[config.mk]
export PLATFORM = sky130hd
export DESIGN_NAME = nvmac_top
export DESIGN_NICKNAME = d
export VERILOG_FILES = /design/src/hdl/nvmac_pkg.sv /design/src/hdl/nvmac_prog_timer.sv /design/src/hdl/nvmac_ahb_slave.sv /design/src/hdl/nvmac_top.sv
export SDC_FILE = /design/constraint.sdc
export NUM_CORES = 1
export LEC_CHECK = 0
export ABC_CLOCK_PERIOD_IN_PS = 2700
export BUFFER_PORTS_ARGS = -buffer_cell sky130_fd_sc_hd__buf_2
export CORE_MARGIN = 3
export CORE_UTILIZATION = 41
export CTS_BUF_LIST = sky130_fd_sc_hd__clkbuf_4 sky130_fd_sc_hd__clkbuf_8 sky130_fd_sc_hd__clkbuf_16
export DETAILED_ROUTE_END_ITERATION = 12
export PLACE_DENSITY = 0.71
export SLEW_MARGIN = 15
export SYNTH_ARGS = -nofsm -noshare
export SYNTH_HDL_FRONTEND = slang
export SYNTH_HIERARCHICAL = 1
export SYNTH_SLANG_ARGS = --single-unit
[constraint.sdc]
create_clock -name I_REF_CLK -period 2.7 [get_ports I_REF_CLK]
set_input_delay 0.27 -clock I_REF_CLK [delete_from_list [all_inputs] [get_ports I_REF_CLK]]
set_output_delay 0.27 -clock I_REF_CLK [all_outputs]
set_load 0.01 [all_outputs]
[src/hdl/nvmac_pkg.sv]
package nvmac_pkg;

  // ----------------------------------------
  // Register byte offsets
  // ----------------------------------------
  localparam logic [3:0] OFF_CTRL = 4'h0;
  localparam logic [3:0] OFF_TPTR = 4'h4;
  localparam logic [3:0] OFF_DATA = 4'h8;
  localparam logic [3:0] OFF_STAT = 4'hC;

  // ----------------------------------------
  // Control register fields
  // ----------------------------------------
  localparam int BIT_RD     = 0;
  localparam int BIT_WR     = 1;
  localparam int BIT_PERMIT = 2;
  localparam int BIT_ABORT  = 3;
  localparam int BIT_FREE   = 4;
  localparam int BIT_UNUSED = 5;
  localparam int BIT_CFG    = 6;
  localparam int BIT_FLASH  = 7;

  // ----------------------------------------
  // Status register fields
  // ----------------------------------------
  localparam int BIT_BUSY   = 0;
  localparam int BIT_ERASING = 1;

  // ----------------------------------------
  // Reset values and geometry
  // ----------------------------------------
  localparam logic [7:0] CTRL_RST  = 8'h00;
  localparam logic [7:0] DATA_RST  = 8'h00;
  localparam int         ROW_LSB   = 6;
  localparam int         TPTR_W    = 22;

  // ----------------------------------------
  // Timing
  // ----------------------------------------
  localparam int CLK_PERIOD_NS = 20;
  localparam int PROG_TIME_NS  = 2000000;
  localparam int PROG_CYCLES   =
    (PROG_TIME_NS + CLK_PERIOD_NS - 1) / CLK_PERIOD_NS;
  localparam int PROG_CNT_W    = 17;

  // ----------------------------------------
  // Memory target codes
  // ----------------------------------------
  localparam logic [1:0] TGT_EEPROM = 2'h0;
  localparam logic [1:0] TGT_FLASH  = 2'h1;
  localparam logic [1:0] TGT_CONFIG = 2'h2;

  typedef enum logic [2:0] {
    ST_IDLE = 3'b001,
    ST_READ = 3'b010,
    ST_PROG = 3'b100
  } nvmac_state_type;

endpackage

[src/hdl/nvmac_prog_timer.sv]
module nvmac_prog_timer #(
  parameter int CNT_W = 17
) (
  // Clock and reset
  input  wire logic             i_clk,
  input  wire logic             i_rst_n,
  // Control
  input  wire logic             i_start,
  input  wire logic [CNT_W-1:0] i_len,
  // Status
  output logic                  o_done
);

  logic [CNT_W-1:0] cnt_r;
  logic             done_r;

  wire logic [CNT_W-1:0] cnt_nxt =
    i_start ? i_len :
    (cnt_r != '0) ? cnt_r - CNT_W'(1) : cnt_r;
  wire logic done_nxt = !i_start && (cnt_r == CNT_W'(1));

  always_ff @(posedge i_clk) begin
    if (!i_rst_n) begin
      cnt_r  <= '0;
      done_r <= 1'b0;
    end else begin
      cnt_r  <= cnt_nxt;
      done_r <= done_nxt;
    end
  end

  assign o_done = done_r;

endmodule

[src/hdl/nvmac_ahb_slave.sv]
module nvmac_ahb_slave (
  // Clock and reset
  input  wire logic        i_clk,
  input  wire logic        i_rst_n,
  // AHB-Lite
  input  wire logic        i_hsel,
  input  wire logic [31:0] i_haddr,
  input  wire logic [1:0]  i_htrans,
  input  wire logic        i_hwrite,
  input  wire logic        i_hready,
  output logic [31:0]      o_hrdata,
  output logic             o_hreadyout,
  output logic             o_hresp,
  // Register side
  output logic             o_we,
  output logic [3:0]       o_addr,
  input  wire logic [31:0] i_rdata
);

  logic        we_r;
  logic        hit_r;
  logic        wait_r;
  logic        ready_r;
  logic [3:0]  addr_r;
  logic [31:0] rdata_r;

  // ----------------------------------------
  // Address phase decode
  // ----------------------------------------
  wire logic take    = i_hsel && i_htrans[1] && i_hready;
  wire logic map_hit = (i_haddr[31:4] == 28'h0000000) &&
                       (i_haddr[1:0] == 2'h0);
  wire logic rd_take = take && !i_hwrite;

  always_ff @(posedge i_clk) begin
    if (!i_rst_n) begin
      we_r    <= 1'b0;
      hit_r   <= 1'b0;
      wait_r  <= 1'b0;
      ready_r <= 1'b1;
      addr_r  <= 4'h0;
      rdata_r <= 32'h00000000;
    end else begin
      we_r    <= take && i_hwrite;
      wait_r  <= rd_take;
      ready_r <= !rd_take;
      if (take) begin
        hit_r  <= map_hit;
        addr_r <= i_haddr[3:0];
      end
      if (wait_r) begin
        rdata_r <= hit_r ? i_rdata : 32'h00000000;
      end
    end
  end

  assign o_we        = we_r && hit_r;
  assign o_addr      = addr_r;
  assign o_hrdata    = rdata_r;
  assign o_hreadyout = ready_r;
  assign o_hresp     = 1'b0;

endmodule

[src/hdl/nvmac_top.sv]
// Overview of operation
// - Bit 7 set selects program flash, clear selects data EEPROM.
// - Bit 6 set selects configuration space, overriding bit 7.
// - Bit 5 ignores writes and reads zero.
// - Bit 4 turns next flash write into row erase; clears on completion.
// - Write abort flag sets when reset cuts a write; clears on normal end.
// - Write permit bit gates every write or erase cycle.
// - Write bit starts a self-timed cycle; hardware clears it when done.
// - Software can only set the write bit, never clear it.
// - Read bit starts a one-cycle read; hardware clears it.
// - Read bit cannot be set while flash is selected.
// - Select bits keep their values when a write abort is recorded.
// - Table pointer holds a byte address within program space.
module nvmac_top #(
  parameter int P_PROG_CYCLES = nvmac_pkg::PROG_CYCLES,
  parameter int P_CNT_W       = nvmac_pkg::PROG_CNT_W,
  parameter int P_TPTR_W      = nvmac_pkg::TPTR_W
) (
  // Clock and resets
  input  wire logic                I_REF_CLK,
  input  wire logic                I_RST_N,
  input  wire logic                I_POR_N,
  // AHB-Lite slave
  input  wire logic                I_HSEL,
  input  wire logic [31:0]         I_HADDR,
  input  wire logic [1:0]          I_HTRANS,
  input  wire logic                I_HWRITE,
  input  wire logic [2:0]          I_HSIZE,
  input  wire logic [31:0]         I_HWDATA,
  input  wire logic                I_HREADY,
  output logic      [31:0]         O_HRDATA,
  output logic                     O_HREADYOUT,
  output logic                     O_HRESP,
  // Memory array side
  output logic                     O_MEM_RD_STB,
  output logic                     O_MEM_WR,
  output logic                     O_MEM_ERASE,
  output logic      [1:0]          O_MEM_TARGET,
  output logic      [P_TPTR_W-1:0] O_MEM_ADDR,
  output logic      [7:0]          O_MEM_WDATA,
  input  wire logic [7:0]          I_MEM_RDATA
);

  // ----------------------------------------
  // Declarations
  // ----------------------------------------
  nvmac_pkg::nvmac_state_type st_r;
  nvmac_pkg::nvmac_state_type st_nxt;

  logic                flash_or_eeprom_select_r;
  logic                config_space_select_r;
  logic                free_r;
  logic                write_abort_flag_r;
  logic                write_permit_r;
  logic                erase_op_r;
  logic [P_TPTR_W-1:0] table_pointer_r;
  logic [7:0]          data_r;
  logic                rd_stb_r;
  logic                mem_wr_r;
  logic                mem_erase_r;
  logic [1:0]          target_r;
  logic [P_TPTR_W-1:0] addr_r;
  logic [7:0]          wdata_r;

  logic                bus_we;
  logic [3:0]          bus_addr;
  logic [31:0]         rdata_v;
  logic                tmr_done;

  wire logic all_rst_n = I_RST_N && I_POR_N;
  wire logic warm_rst  = I_POR_N && !I_RST_N;

  // ----------------------------------------
  // Bus slave
  // ----------------------------------------
  nvmac_ahb_slave u_bus (
    .i_clk       (I_REF_CLK),
    .i_rst_n     (all_rst_n),
    .i_hsel      (I_HSEL),
    .i_haddr     (I_HADDR),
    .i_htrans    (I_HTRANS),
    .i_hwrite    (I_HWRITE),
    .i_hready    (I_HREADY),
    .o_hrdata    (O_HRDATA),
    .o_hreadyout (O_HREADYOUT),
    .o_hresp     (O_HRESP),
    .o_we        (bus_we),
    .o_addr      (bus_addr),
    .i_rdata     (rdata_v)
  );

  // ----------------------------------------
  // Register write decode
  // ----------------------------------------
  wire logic       ctrl_we = bus_we && (bus_addr == nvmac_pkg::OFF_CTRL);
  wire logic       tptr_we = bus_we && (bus_addr == nvmac_pkg::OFF_TPTR);
  wire logic       data_we = bus_we && (bus_addr == nvmac_pkg::OFF_DATA);
  wire logic [7:0] wd      = I_HWDATA[7:0];

  wire logic idle = (st_r == nvmac_pkg::ST_IDLE);
  wire logic prog = (st_r == nvmac_pkg::ST_PROG);
  wire logic rdng = (st_r == nvmac_pkg::ST_READ);

  // Select and erase fields frozen while a cycle runs
  wire logic sel_we = ctrl_we && !prog;
  wire logic flash_nxt = sel_we ? wd[nvmac_pkg::BIT_FLASH]
                                : flash_or_eeprom_select_r;
  wire logic cfg_nxt   = sel_we ? wd[nvmac_pkg::BIT_CFG]
                                : config_space_select_r;
  wire logic permit_nxt = ctrl_we ? wd[nvmac_pkg::BIT_PERMIT]
                                  : write_permit_r;
  wire logic free_wr    = sel_we ? wd[nvmac_pkg::BIT_FREE] : free_r;

  wire logic start_wr = ctrl_we && wd[nvmac_pkg::BIT_WR] &&
                        idle && permit_nxt;

  wire logic start_rd = ctrl_we && wd[nvmac_pkg::BIT_RD] &&
                        !wd[nvmac_pkg::BIT_WR] && idle && !flash_nxt;

  wire logic [1:0] tgt_v = cfg_nxt   ? nvmac_pkg::TGT_CONFIG :
                           flash_nxt ? nvmac_pkg::TGT_FLASH  :
                                       nvmac_pkg::TGT_EEPROM;

  wire logic erase_v = free_wr && (tgt_v == nvmac_pkg::TGT_FLASH);

  wire logic [P_TPTR_W-1:0] row_addr =
    {table_pointer_r[P_TPTR_W-1:nvmac_pkg::ROW_LSB],
     {nvmac_pkg::ROW_LSB{1'b0}}};

  // ----------------------------------------
  // Read data mux
  // ----------------------------------------
  // bit 5 reads zero
  wire logic [7:0] ctrl_rd = {flash_or_eeprom_select_r,
                              config_space_select_r,
                              1'b0,
                              free_r,
                              write_abort_flag_r,
                              write_permit_r,
                              prog,
                              rdng};
  wire logic [7:0] stat_rd = {6'h00, prog && erase_op_r, prog};

  assign rdata_v =
    (bus_addr == nvmac_pkg::OFF_CTRL) ? {24'h000000, ctrl_rd} :
    (bus_addr == nvmac_pkg::OFF_TPTR) ?
      32'(table_pointer_r) :
    (bus_addr == nvmac_pkg::OFF_DATA) ? {24'h000000, data_r} :
    (bus_addr == nvmac_pkg::OFF_STAT) ? {24'h000000, stat_rd} :
                                        32'h00000000;

  // ----------------------------------------
  // Cycle timer
  // ----------------------------------------
  nvmac_prog_timer #(
    .CNT_W (P_CNT_W)
  ) u_tmr (
    .i_clk   (I_REF_CLK),
    .i_rst_n (all_rst_n),
    .i_start (start_wr),
    .i_len   (P_CNT_W'(P_PROG_CYCLES)),
    .o_done  (tmr_done)
  );

  // ----------------------------------------
  // State machine
  // ----------------------------------------
  always_comb begin
    st_nxt = st_r;
    case (st_r)
      nvmac_pkg::ST_IDLE: begin
        if (start_wr) begin
          st_nxt = nvmac_pkg::ST_PROG;
        end else if (start_rd) begin
          st_nxt = nvmac_pkg::ST_READ;
        end
      end
      nvmac_pkg::ST_READ: begin
        st_nxt = nvmac_pkg::ST_IDLE;
      end
      nvmac_pkg::ST_PROG: begin
        if (tmr_done) begin
          st_nxt = nvmac_pkg::ST_IDLE;
        end
      end
      default: begin
        st_nxt = nvmac_pkg::ST_IDLE;
      end
    endcase
  end

  wire logic done = prog && tmr_done;

  always_ff @(posedge I_REF_CLK) begin
    if (!all_rst_n) begin
      st_r <= nvmac_pkg::ST_IDLE;
    end else begin
      st_r <= st_nxt;
    end
  end

  // ----------------------------------------
  // Control register
  // ----------------------------------------
  always_ff @(posedge I_REF_CLK) begin
    if (!I_POR_N) begin
      flash_or_eeprom_select_r <= nvmac_pkg::CTRL_RST[nvmac_pkg::BIT_FLASH];
      config_space_select_r    <= nvmac_pkg::CTRL_RST[nvmac_pkg::BIT_CFG];
      write_abort_flag_r       <= nvmac_pkg::CTRL_RST[nvmac_pkg::BIT_ABORT];
    end else if (!I_RST_N) begin
      write_abort_flag_r <= write_abort_flag_r || prog;
      if (!prog && !write_abort_flag_r) begin
        flash_or_eeprom_select_r <= 1'b0;
        config_space_select_r    <= 1'b0;
      end
    end else begin
      flash_or_eeprom_select_r <= flash_nxt;
      config_space_select_r    <= cfg_nxt;
      if (done) begin
        write_abort_flag_r <= 1'b0;
      end else if (ctrl_we) begin
        write_abort_flag_r <= wd[nvmac_pkg::BIT_ABORT];
      end
    end
  end

  always_ff @(posedge I_REF_CLK) begin
    if (!all_rst_n) begin
      free_r         <= nvmac_pkg::CTRL_RST[nvmac_pkg::BIT_FREE];
      write_permit_r <= nvmac_pkg::CTRL_RST[nvmac_pkg::BIT_PERMIT];
      erase_op_r     <= 1'b0;
    end else begin
      write_permit_r <= permit_nxt;
      if (done && erase_op_r) begin
        free_r <= 1'b0;
      end else begin
        free_r <= free_wr;
      end
      if (start_wr) begin
        erase_op_r <= erase_v;
      end
    end
  end

  // ----------------------------------------
  // Pointer and data latch
  // ----------------------------------------
  always_ff @(posedge I_REF_CLK) begin
    if (!all_rst_n) begin
      table_pointer_r <= '0;
      data_r          <= nvmac_pkg::DATA_RST;
    end else begin
      if (tptr_we && !prog) begin
        table_pointer_r <= I_HWDATA[P_TPTR_W-1:0];
      end
      if (rdng) begin
        data_r <= I_MEM_RDATA;
      end else if (data_we) begin
        data_r <= wd;
      end
    end
  end

  // ----------------------------------------
  // Memory side outputs
  // ----------------------------------------
  always_ff @(posedge I_REF_CLK) begin
    if (!all_rst_n) begin
      rd_stb_r    <= 1'b0;
      mem_wr_r    <= 1'b0;
      mem_erase_r <= 1'b0;
      target_r    <= nvmac_pkg::TGT_EEPROM;
      addr_r      <= '0;
      wdata_r     <= nvmac_pkg::DATA_RST;
    end else begin
      rd_stb_r <= start_rd;
      if (start_wr || start_rd) begin
        target_r <= tgt_v;
        addr_r   <= (start_wr && erase_v) ? row_addr : table_pointer_r;
        wdata_r  <= data_r;
      end
      if (start_wr) begin
        mem_wr_r    <= !erase_v;
        mem_erase_r <= erase_v;
      end else if (done) begin
        mem_wr_r    <= 1'b0;
        mem_erase_r <= 1'b0;
      end
    end
  end

  assign O_MEM_RD_STB = rd_stb_r;
  assign O_MEM_WR     = mem_wr_r;
  assign O_MEM_ERASE  = mem_erase_r;
  assign O_MEM_TARGET = target_r;
  assign O_MEM_ADDR   = addr_r;
  assign O_MEM_WDATA  = wdata_r;

  // ----------------------------------------
  // Assertions
  // ----------------------------------------
  property p_flash_target;
    @(posedge I_REF_CLK) disable iff (!all_rst_n)
    (start_wr && !cfg_nxt && flash_nxt) |=> (O_MEM_TARGET == 2'h1);
  endproperty
  a_flash_target: assert property (p_flash_target)
    else $error("flash select did not route to flash");

  property p_cfg_target;
    @(posedge I_REF_CLK) disable iff (!all_rst_n)
    ((start_wr || start_rd) && cfg_nxt) |=> (O_MEM_TARGET == 2'h2);
  endproperty
  a_cfg_target: assert property (p_cfg_target)
    else $error("config select did not route to config space");

  property p_bit5_zero;
    @(posedge I_REF_CLK) disable iff (!all_rst_n)
    (ctrl_we && wd[5]) |=> (ctrl_rd[5] == 1'b0);
  endproperty
  a_bit5_zero: assert property (p_bit5_zero)
    else $error("unimplemented bit read back as one");

  property p_erase_clears;
    @(posedge I_REF_CLK) disable iff (!all_rst_n)
    (O_MEM_ERASE && tmr_done) |=> (!free_r && !O_MEM_ERASE);
  endproperty
  a_erase_clears: assert property (p_erase_clears)
    else $error("erase arm not cleared at completion");

  property p_abort_set;
    @(posedge I_REF_CLK) disable iff (!I_POR_N)
    (warm_rst && prog) |=> write_abort_flag_r;
  endproperty
  a_abort_set: assert property (p_abort_set)
    else $error("reset during write left abort flag clear");

  property p_permit_gate;
    @(posedge I_REF_CLK) disable iff (!all_rst_n)
    ($rose(O_MEM_WR) || $rose(O_MEM_ERASE)) |-> $past(permit_nxt);
  endproperty
  a_permit_gate: assert property (p_permit_gate)
    else $error("write cycle started without permit");

  property p_wr_done;
    @(posedge I_REF_CLK) disable iff (!all_rst_n)
    start_wr |=> (prog && (O_MEM_WR || O_MEM_ERASE)) [*8];
  endproperty
  a_wr_done: assert property (p_wr_done)
    else $error("write cycle ended too early");

  property p_rd_one;
    @(posedge I_REF_CLK) disable iff (!all_rst_n)
    start_rd |=> (rdng && O_MEM_RD_STB) ##1 (!rdng && !O_MEM_RD_STB);
  endproperty
  a_rd_one: assert property (p_rd_one)
    else $error("read did not complete in one cycle");

  property p_rd_refused;
    @(posedge I_REF_CLK) disable iff (!all_rst_n)
    rdng |-> !flash_or_eeprom_select_r;
  endproperty
  a_rd_refused: assert property (p_rd_refused)
    else $error("read started with flash selected");

  property p_sel_kept;
    @(posedge I_REF_CLK) disable iff (!I_POR_N)
    (warm_rst && prog) |=>
      ($stable(flash_or_eeprom_select_r) && $stable(config_space_select_r));
  endproperty
  a_sel_kept: assert property (p_sel_kept)
    else $error("select bits lost on write abort");

  property p_row_align;
    @(posedge I_REF_CLK) disable iff (!all_rst_n)
    O_MEM_ERASE |-> (O_MEM_ADDR[5:0] == 6'h00);
  endproperty
  a_row_align: assert property (p_row_align)
    else $error("erase address not row aligned");

  property p_no_overlap;
    @(posedge I_REF_CLK) disable iff (!all_rst_n)
    (prog && !tmr_done && ctrl_we) |=> (prog && ctrl_rd[1]);
  endproperty
  a_no_overlap: assert property (p_no_overlap)
    else $error("write bit dropped while busy");

  property p_no_permit;
    @(posedge I_REF_CLK) disable iff (!all_rst_n)
    (idle && ctrl_we && !wd[2]) |=> !prog;
  endproperty
  a_no_permit: assert property (p_no_permit)
    else $error("cycle started with permit clear");

endmodule

# After elaboration in Yosys (flattened, before gate mapping)
# Index checks and enable logic that the tools add are counted.
# word_totals
regBits,132
out_inout_bits,69
wordCells,113
# classes
n_mux,29
addsub,1
n_eq_ne,11
n_bitwise,1
reduce_logical,47
# op_table
cell,count
$mux 22,3
$mux 17,2
$logic_not 28->1,1
$logic_and 1x1->1,26
$mux 8,3
$eq 17x1->1 const B,1
$reduce_bool 17->1,1
$sub 17x1->17 const B,1
$mux 1,14
$mux 3,3
$eq 4x4->1 const B,2
$logic_not 1->1,8
$reduce_bool 2->1,4
$mux 6,1
$ne 3x1->1 const B,2
$pmux 3 s2,1
$eq 4x3->1 const B,1
$logic_not 4->1,1
$mux 2,2
$reduce_or 2->1,2
$eq 3x1->1 const B,1
$eq 3x2->1 const B,1
$eq 3x3->1 const B,1
$eq 2x1->1 const B,1
5 further kinds,6

# Depth between registers and ports, before layout
# logic_depth
depth_word,10
depth_mapped,10

# Modules after synthesis
# The synthesis kept the hierarchy.
# modules_own_cells
module,seq_area_each_um2,area_each_um2,n_inst,cells_each
nvmac_top,1481.4,3400.8,1,404
nvmac_ahb_slave,800.8,1895.6,1,177
nvmac_prog_timer,360.3,1093.5,1,134

# Worst setup path before layout
# No wires, ideal clock.
# synth_path
kind,reg-to-reg
start,register u_bus.hit_r
end,register u_tmr.cnt_r[7]
path_buffers,2
t_arrival_ps,2247
setup_slack_ps,328
setup_time_ps,125
path_stages_with_launch,10
cell_sequence,dfxtp_1 > and2_1 > nor3b_1 > nand2_1 > nor3_1 > clkbuf_1 > clkbuf_1 > a21oi_1 > a21oi_1 > o32ai_1
# synth_via
elab_chain_cells,6
word_cells_on_any_way,8
# synth_lines
element,line_no,source
"start, declared",nvmac_ahb_slave.sv:21,logic hit_r;
"start signal, assigned",nvmac_ahb_slave.sv:48,hit_r <= map_hit;
$logic_and 1x1->1 (*),nvmac_ahb_slave.sv:57,assign o_we = we_r && hit_r;
via bus_we,nvmac_top.sv:65,logic bus_we;
$logic_and 1x1->1 (*),nvmac_top.sv:95,wire logic ctrl_we = bus_we && (bus_addr == nvmac_pkg::OFF_CTRL);
$logic_and 1x1->1 (2 in a row),nvmac_top.sv:114,wire logic start_wr = ctrl_we && wd[nvmac_pkg::BIT_WR] &&
$logic_and 1x1->1 (*),nvmac_top.sv:115,idle && permit_nxt;
via start_wr,nvmac_top.sv:114,
$mux 17 / $reduce_bool 2->1 (equally long branches),-,
"end signal, assigned",nvmac_prog_timer.sv:27,cnt_r <= cnt_nxt;
"end, declared",nvmac_prog_timer.sv:14,logic [CNT_W-1:0] cnt_r;
# The timed path passes the listed nets; every way through them passes the cells marked *.
# A chain may end at the register's enable or synchronous reset.

# Worst setup path in the final report
# layout_path
start,register u_bus.hit_r
end,register u_tmr.cnt_r[9]
# The elaborated chain is that of the path after synthesis.

==> flow_summary_export.csv <==
group,metric,value,unit
outcome,status,"completed",
cells_and_area,area_growth,23.9,%
synthesis,async_reset_ff_frac,0,
worst_setup_path,cp_top_family,"simple AND/OR/NAND/NOR gates",
sta,whs,0.0430,ns
worst_hold_path,min_path_type,"input pin to flip-flop",
worst_hold_path,hp-start,"I_HWRITE",
placement,dp.cells,1034,
floorplan,io_pins,152,
synthesis,synthXorXnorAreaFrac,0.00685,
detailed_routing,vias,5452,
sta,setup_viol,0,
sta,hold_viol,0,
synthesis,synth_compound_area_frac,0.150,
synthesis,avgSynthCellArea,8.94,µm²
detailed_routing,firstDrtPassIters,5,
worst_setup_path,worstPathRequired,3.02,ns
grt,grt_pass1_vias,5047,
synthesis,synthTopCellsByArea,"dfxtp_1, mux2i_1, nand2_1, a21oi_2, nor2b_2",
worst_setup_path,cp_cell_sequence,"and2_1 -> nor3b_1 -> nand2_1 -> nor3_2 -> nor2_1 -> nand3_1 -> o21ai_1 -> a211oi_1",
detailed_routing,drtIter0Drc,482,
floorplan,core_area,15200,µm²
synthesis,post-synth-top-area-cell,"dfxtp_1",
sta,rsz0062_at_grt,"false",
worst_setup_path,critical-path-slowest-cell,"nor3_2",
worst_setup_path,cp-end-kind,"flip-flop",
cells_and_area,fin_nets,950,
grt,antenna_found_initial,0,
cts,cts_max_path_buffers,2,
sta,max_freq,422,MHz
floorplan,die-area,17100,µm²
worst_setup_path,criticalPathCategory,"flip-flop to flip-flop",
detailed_routing,finalWirelength,16400,µm
worst_setup_path,startpoint_type,"flip-flop",
power,p_total,6.03,mW
synthesis,synthAdderAreaFrac,0.00392,
placement,port-buffer-count,136,
detailed_routing,drc,0,
cells_and_area,n_antenna_cell,0,
synthesis,yosysSeqAreaShare,0.414,
sta,setup_tns,0,ns
power,leakagePower,3.07,nW
worst_setup_path,regToRegEndpoint,"u_tmr/cnt_r[9]$_SDFFE_PN0P_",
floorplan,start_util,0.420,
cts,cts_root_buffer,"clkbuf_16",
worst_setup_path,r2r-start,"u_bus/hit_r$_SDFFE_PN0P_",
synthesis,synth-warning-count,6,
synthesis,synth-seq-cells,132,
synthesis,muxShareOfSynthArea,0.0836,
placement,dp_hpwl,11200,µm
cells_and_area,nFillCells,1365,
cts,cts_tree,"yes",
placement,gp_congestion,0.865,
synthesis,yosys.area.top_type_share,0.414,
grt,grt_max_degree,39,
synthesis,ys.flop_type,"dfxtp_1",
sta,period_needed,2.37,ns
sta,finalMaxSlewViolations,0,
worst_setup_path,worst-path-buf-inv,0,
worst_setup_path,reg2reg_depth,8,
worst_setup_path,path_max_fanout,8,
synthesis,ys_types,67,
worst_setup_path,critPathArrivalTime,2.69,ns
synthesis,yosys.area_share.simple,0.286,
sta,slew_headroom,0.399,
floorplan,die_h,131,µm
cells_and_area,fin_cells,1066,
cts,cts_sinks,132,
detailed_routing,final_antenna_net_count,0,
detailed_routing,wl_per_cell,15.4,µm
cells_and_area,drive_gt1_frac,0.308,
synthesis,synth_top_family_by_area,"simple AND/OR/NAND/NOR gates",
worst_setup_path,max_stage_delay,0.37,ns
power,vdd_drop_max,0.392,mV
sta,finalCritPeriodShare,0.877,
sta,fin_worst_skew,0.0100,ns
synthesis,synth_commonest_cells,"dfxtp_1, nand2_1, a21oi_1",
grt,grt_pass1_wl,25500,µm
worst_hold_path,hold_depth,2,
cts,cts_made_buffers,17,
cts,postCtsSetupRepairBufs,0,
synthesis,synth.most_common_cell,"dfxtp_1",
synthesis,synth_edf_count,0,
floorplan,dieWidth,131,µm
power,power_density,762,nW/µm²
worst_hold_path,holdPathEnd,"u_bus/wait_r$_SDFF_PN0_",
cts,clkTransAtPathRegs,0.06,ns
worst_setup_path,r2r_setup_slack,0.33,ns
cts,clock_latency,0.41,ns
detailed_routing,viasPerCell,5.11,
job,cap_violations,0,
floorplan,std_cell_rows,45,
synthesis,syn_area,6390,µm²
cts,htree_levels,4,
grt,track_usage,0.187,
grt,grt_overflow_total,0,
sta,tightest_slew,0.902,ns
synthesis,syn_inst,715,
==> cell usage in the layout (no fill, tap or decap), types with 16 or more instances in the layout <==
| cell type | count |
|---|---|
| buf_2 | 136 |
| dfxtp_1 | 132 |
| nand2_1 | 118 |
| a21oi_1 | 51 |
| mux2i_1 | 50 |
| nor2_1 | 42 |
| nor2b_1 | 38 |
| a21oi_2 | 30 |
| nor2b_2 | 30 |
| conb_1 | 28 |
| and2_1 | 18 |
| clkbuf_16 | 17 |
| buf_4 | 16 |
==> cell type report <==
class,instances,area (µm²),share of cell area
inverter,10,37.5,0.00474
timing repair buffer,153,821,0.104
sequential,132,2640,0.334
tap,188,235,0.0297
clock buffer,21,480,0.0607
clock inverter,11,198,0.0250
multi-input combinational,551,3510,0.443
==> timing repair <==
action                     in CTS  in global routing
setup endpoints to repair       0                  2
gates resized for setup         0                  2
hold buffers                    0                  0
==> registers in the layout, summed over array words and instances, names as in the netlist, 2 cells and up <==
signal and count:
O_MEM_ADDR 22, O_MEM_TARGET 2, O_MEM_WDATA 8, data_r 8, st_r 3, table_pointer_r 22
u_bus/o_addr 4, u_bus/o_hrdata 32, u_tmr/cnt_r 17
==> worst max path at each step <==
stage / depth (start not counted) / slack [ns] / endpoint / start
after global placement: 8 / 0.31 / u_tmr/cnt_r[5]$_SDFFE_PN0P_ / u_bus/hit_r$_SDFFE_PN0P_
final: 8 / 0.33 / u_tmr/cnt_r[9]$_SDFFE_PN0P_ / u_bus/hit_r$_SDFFE_PN0P_
after CTS: 8 / 0.22 / u_tmr/cnt_r[5]$_SDFFE_PN0P_ / u_bus/hit_r$_SDFFE_PN0P_
after detailed placement: 8 / 0.23 / u_tmr/cnt_r[5]$_SDFFE_PN0P_ / u_bus/hit_r$_SDFFE_PN0P_
after floorplan: 9 / 0.33 / u_tmr/cnt_r[7]$_SDFFE_PN0P_ / u_bus/hit_r$_SDFFE_PN0P_
after global routing: 8 / 0.1 / u_tmr/cnt_r[9]$_SDFFE_PN0P_ / u_bus/hit_r$_SDFFE_PN0P_
==> per-layer routing <==
layer / up-vias / GRT usage / wire [µm]
li1: 2742 / - / -
met1: 2529 / 0.254 / 7630
met2: 170 / 0.293 / 7440
met3: 11 / 0.0524 / 1150
met4: 0 / 0.0502 / 157
met5: - / 0 / 0
==> cells by family (layout without fill, tap and decap cells) <==
kind of cell	after synthesis	after routing
xor+xnor	5	5
flops	132	132
mux	52	52
other cells	3	28
simple gates	326	326
compound gates	138	138
buf+inv	57	195
fa+ha+maj	2	2
==> where the power goes <==
group	switching, mW	internal [mW]	total (mW)
registers	0.119	2.02	2.14
clock network	0.870	1.74	2.61
logic	0.718	0.563	1.28
==> through the flow <==
step                utilization  instance area (µm²)  setup WS (ns)
global placement          0.476                 7240          0.306
global route              0.521                 7920         0.0976
floorplan                     -                 6480          0.328
detailed placement        0.476                 7240          0.233
CTS                       0.521                 7920          0.223
finish                    0.521                 7920          0.332
No activity file was read; power rests on OpenSTA's default activity.
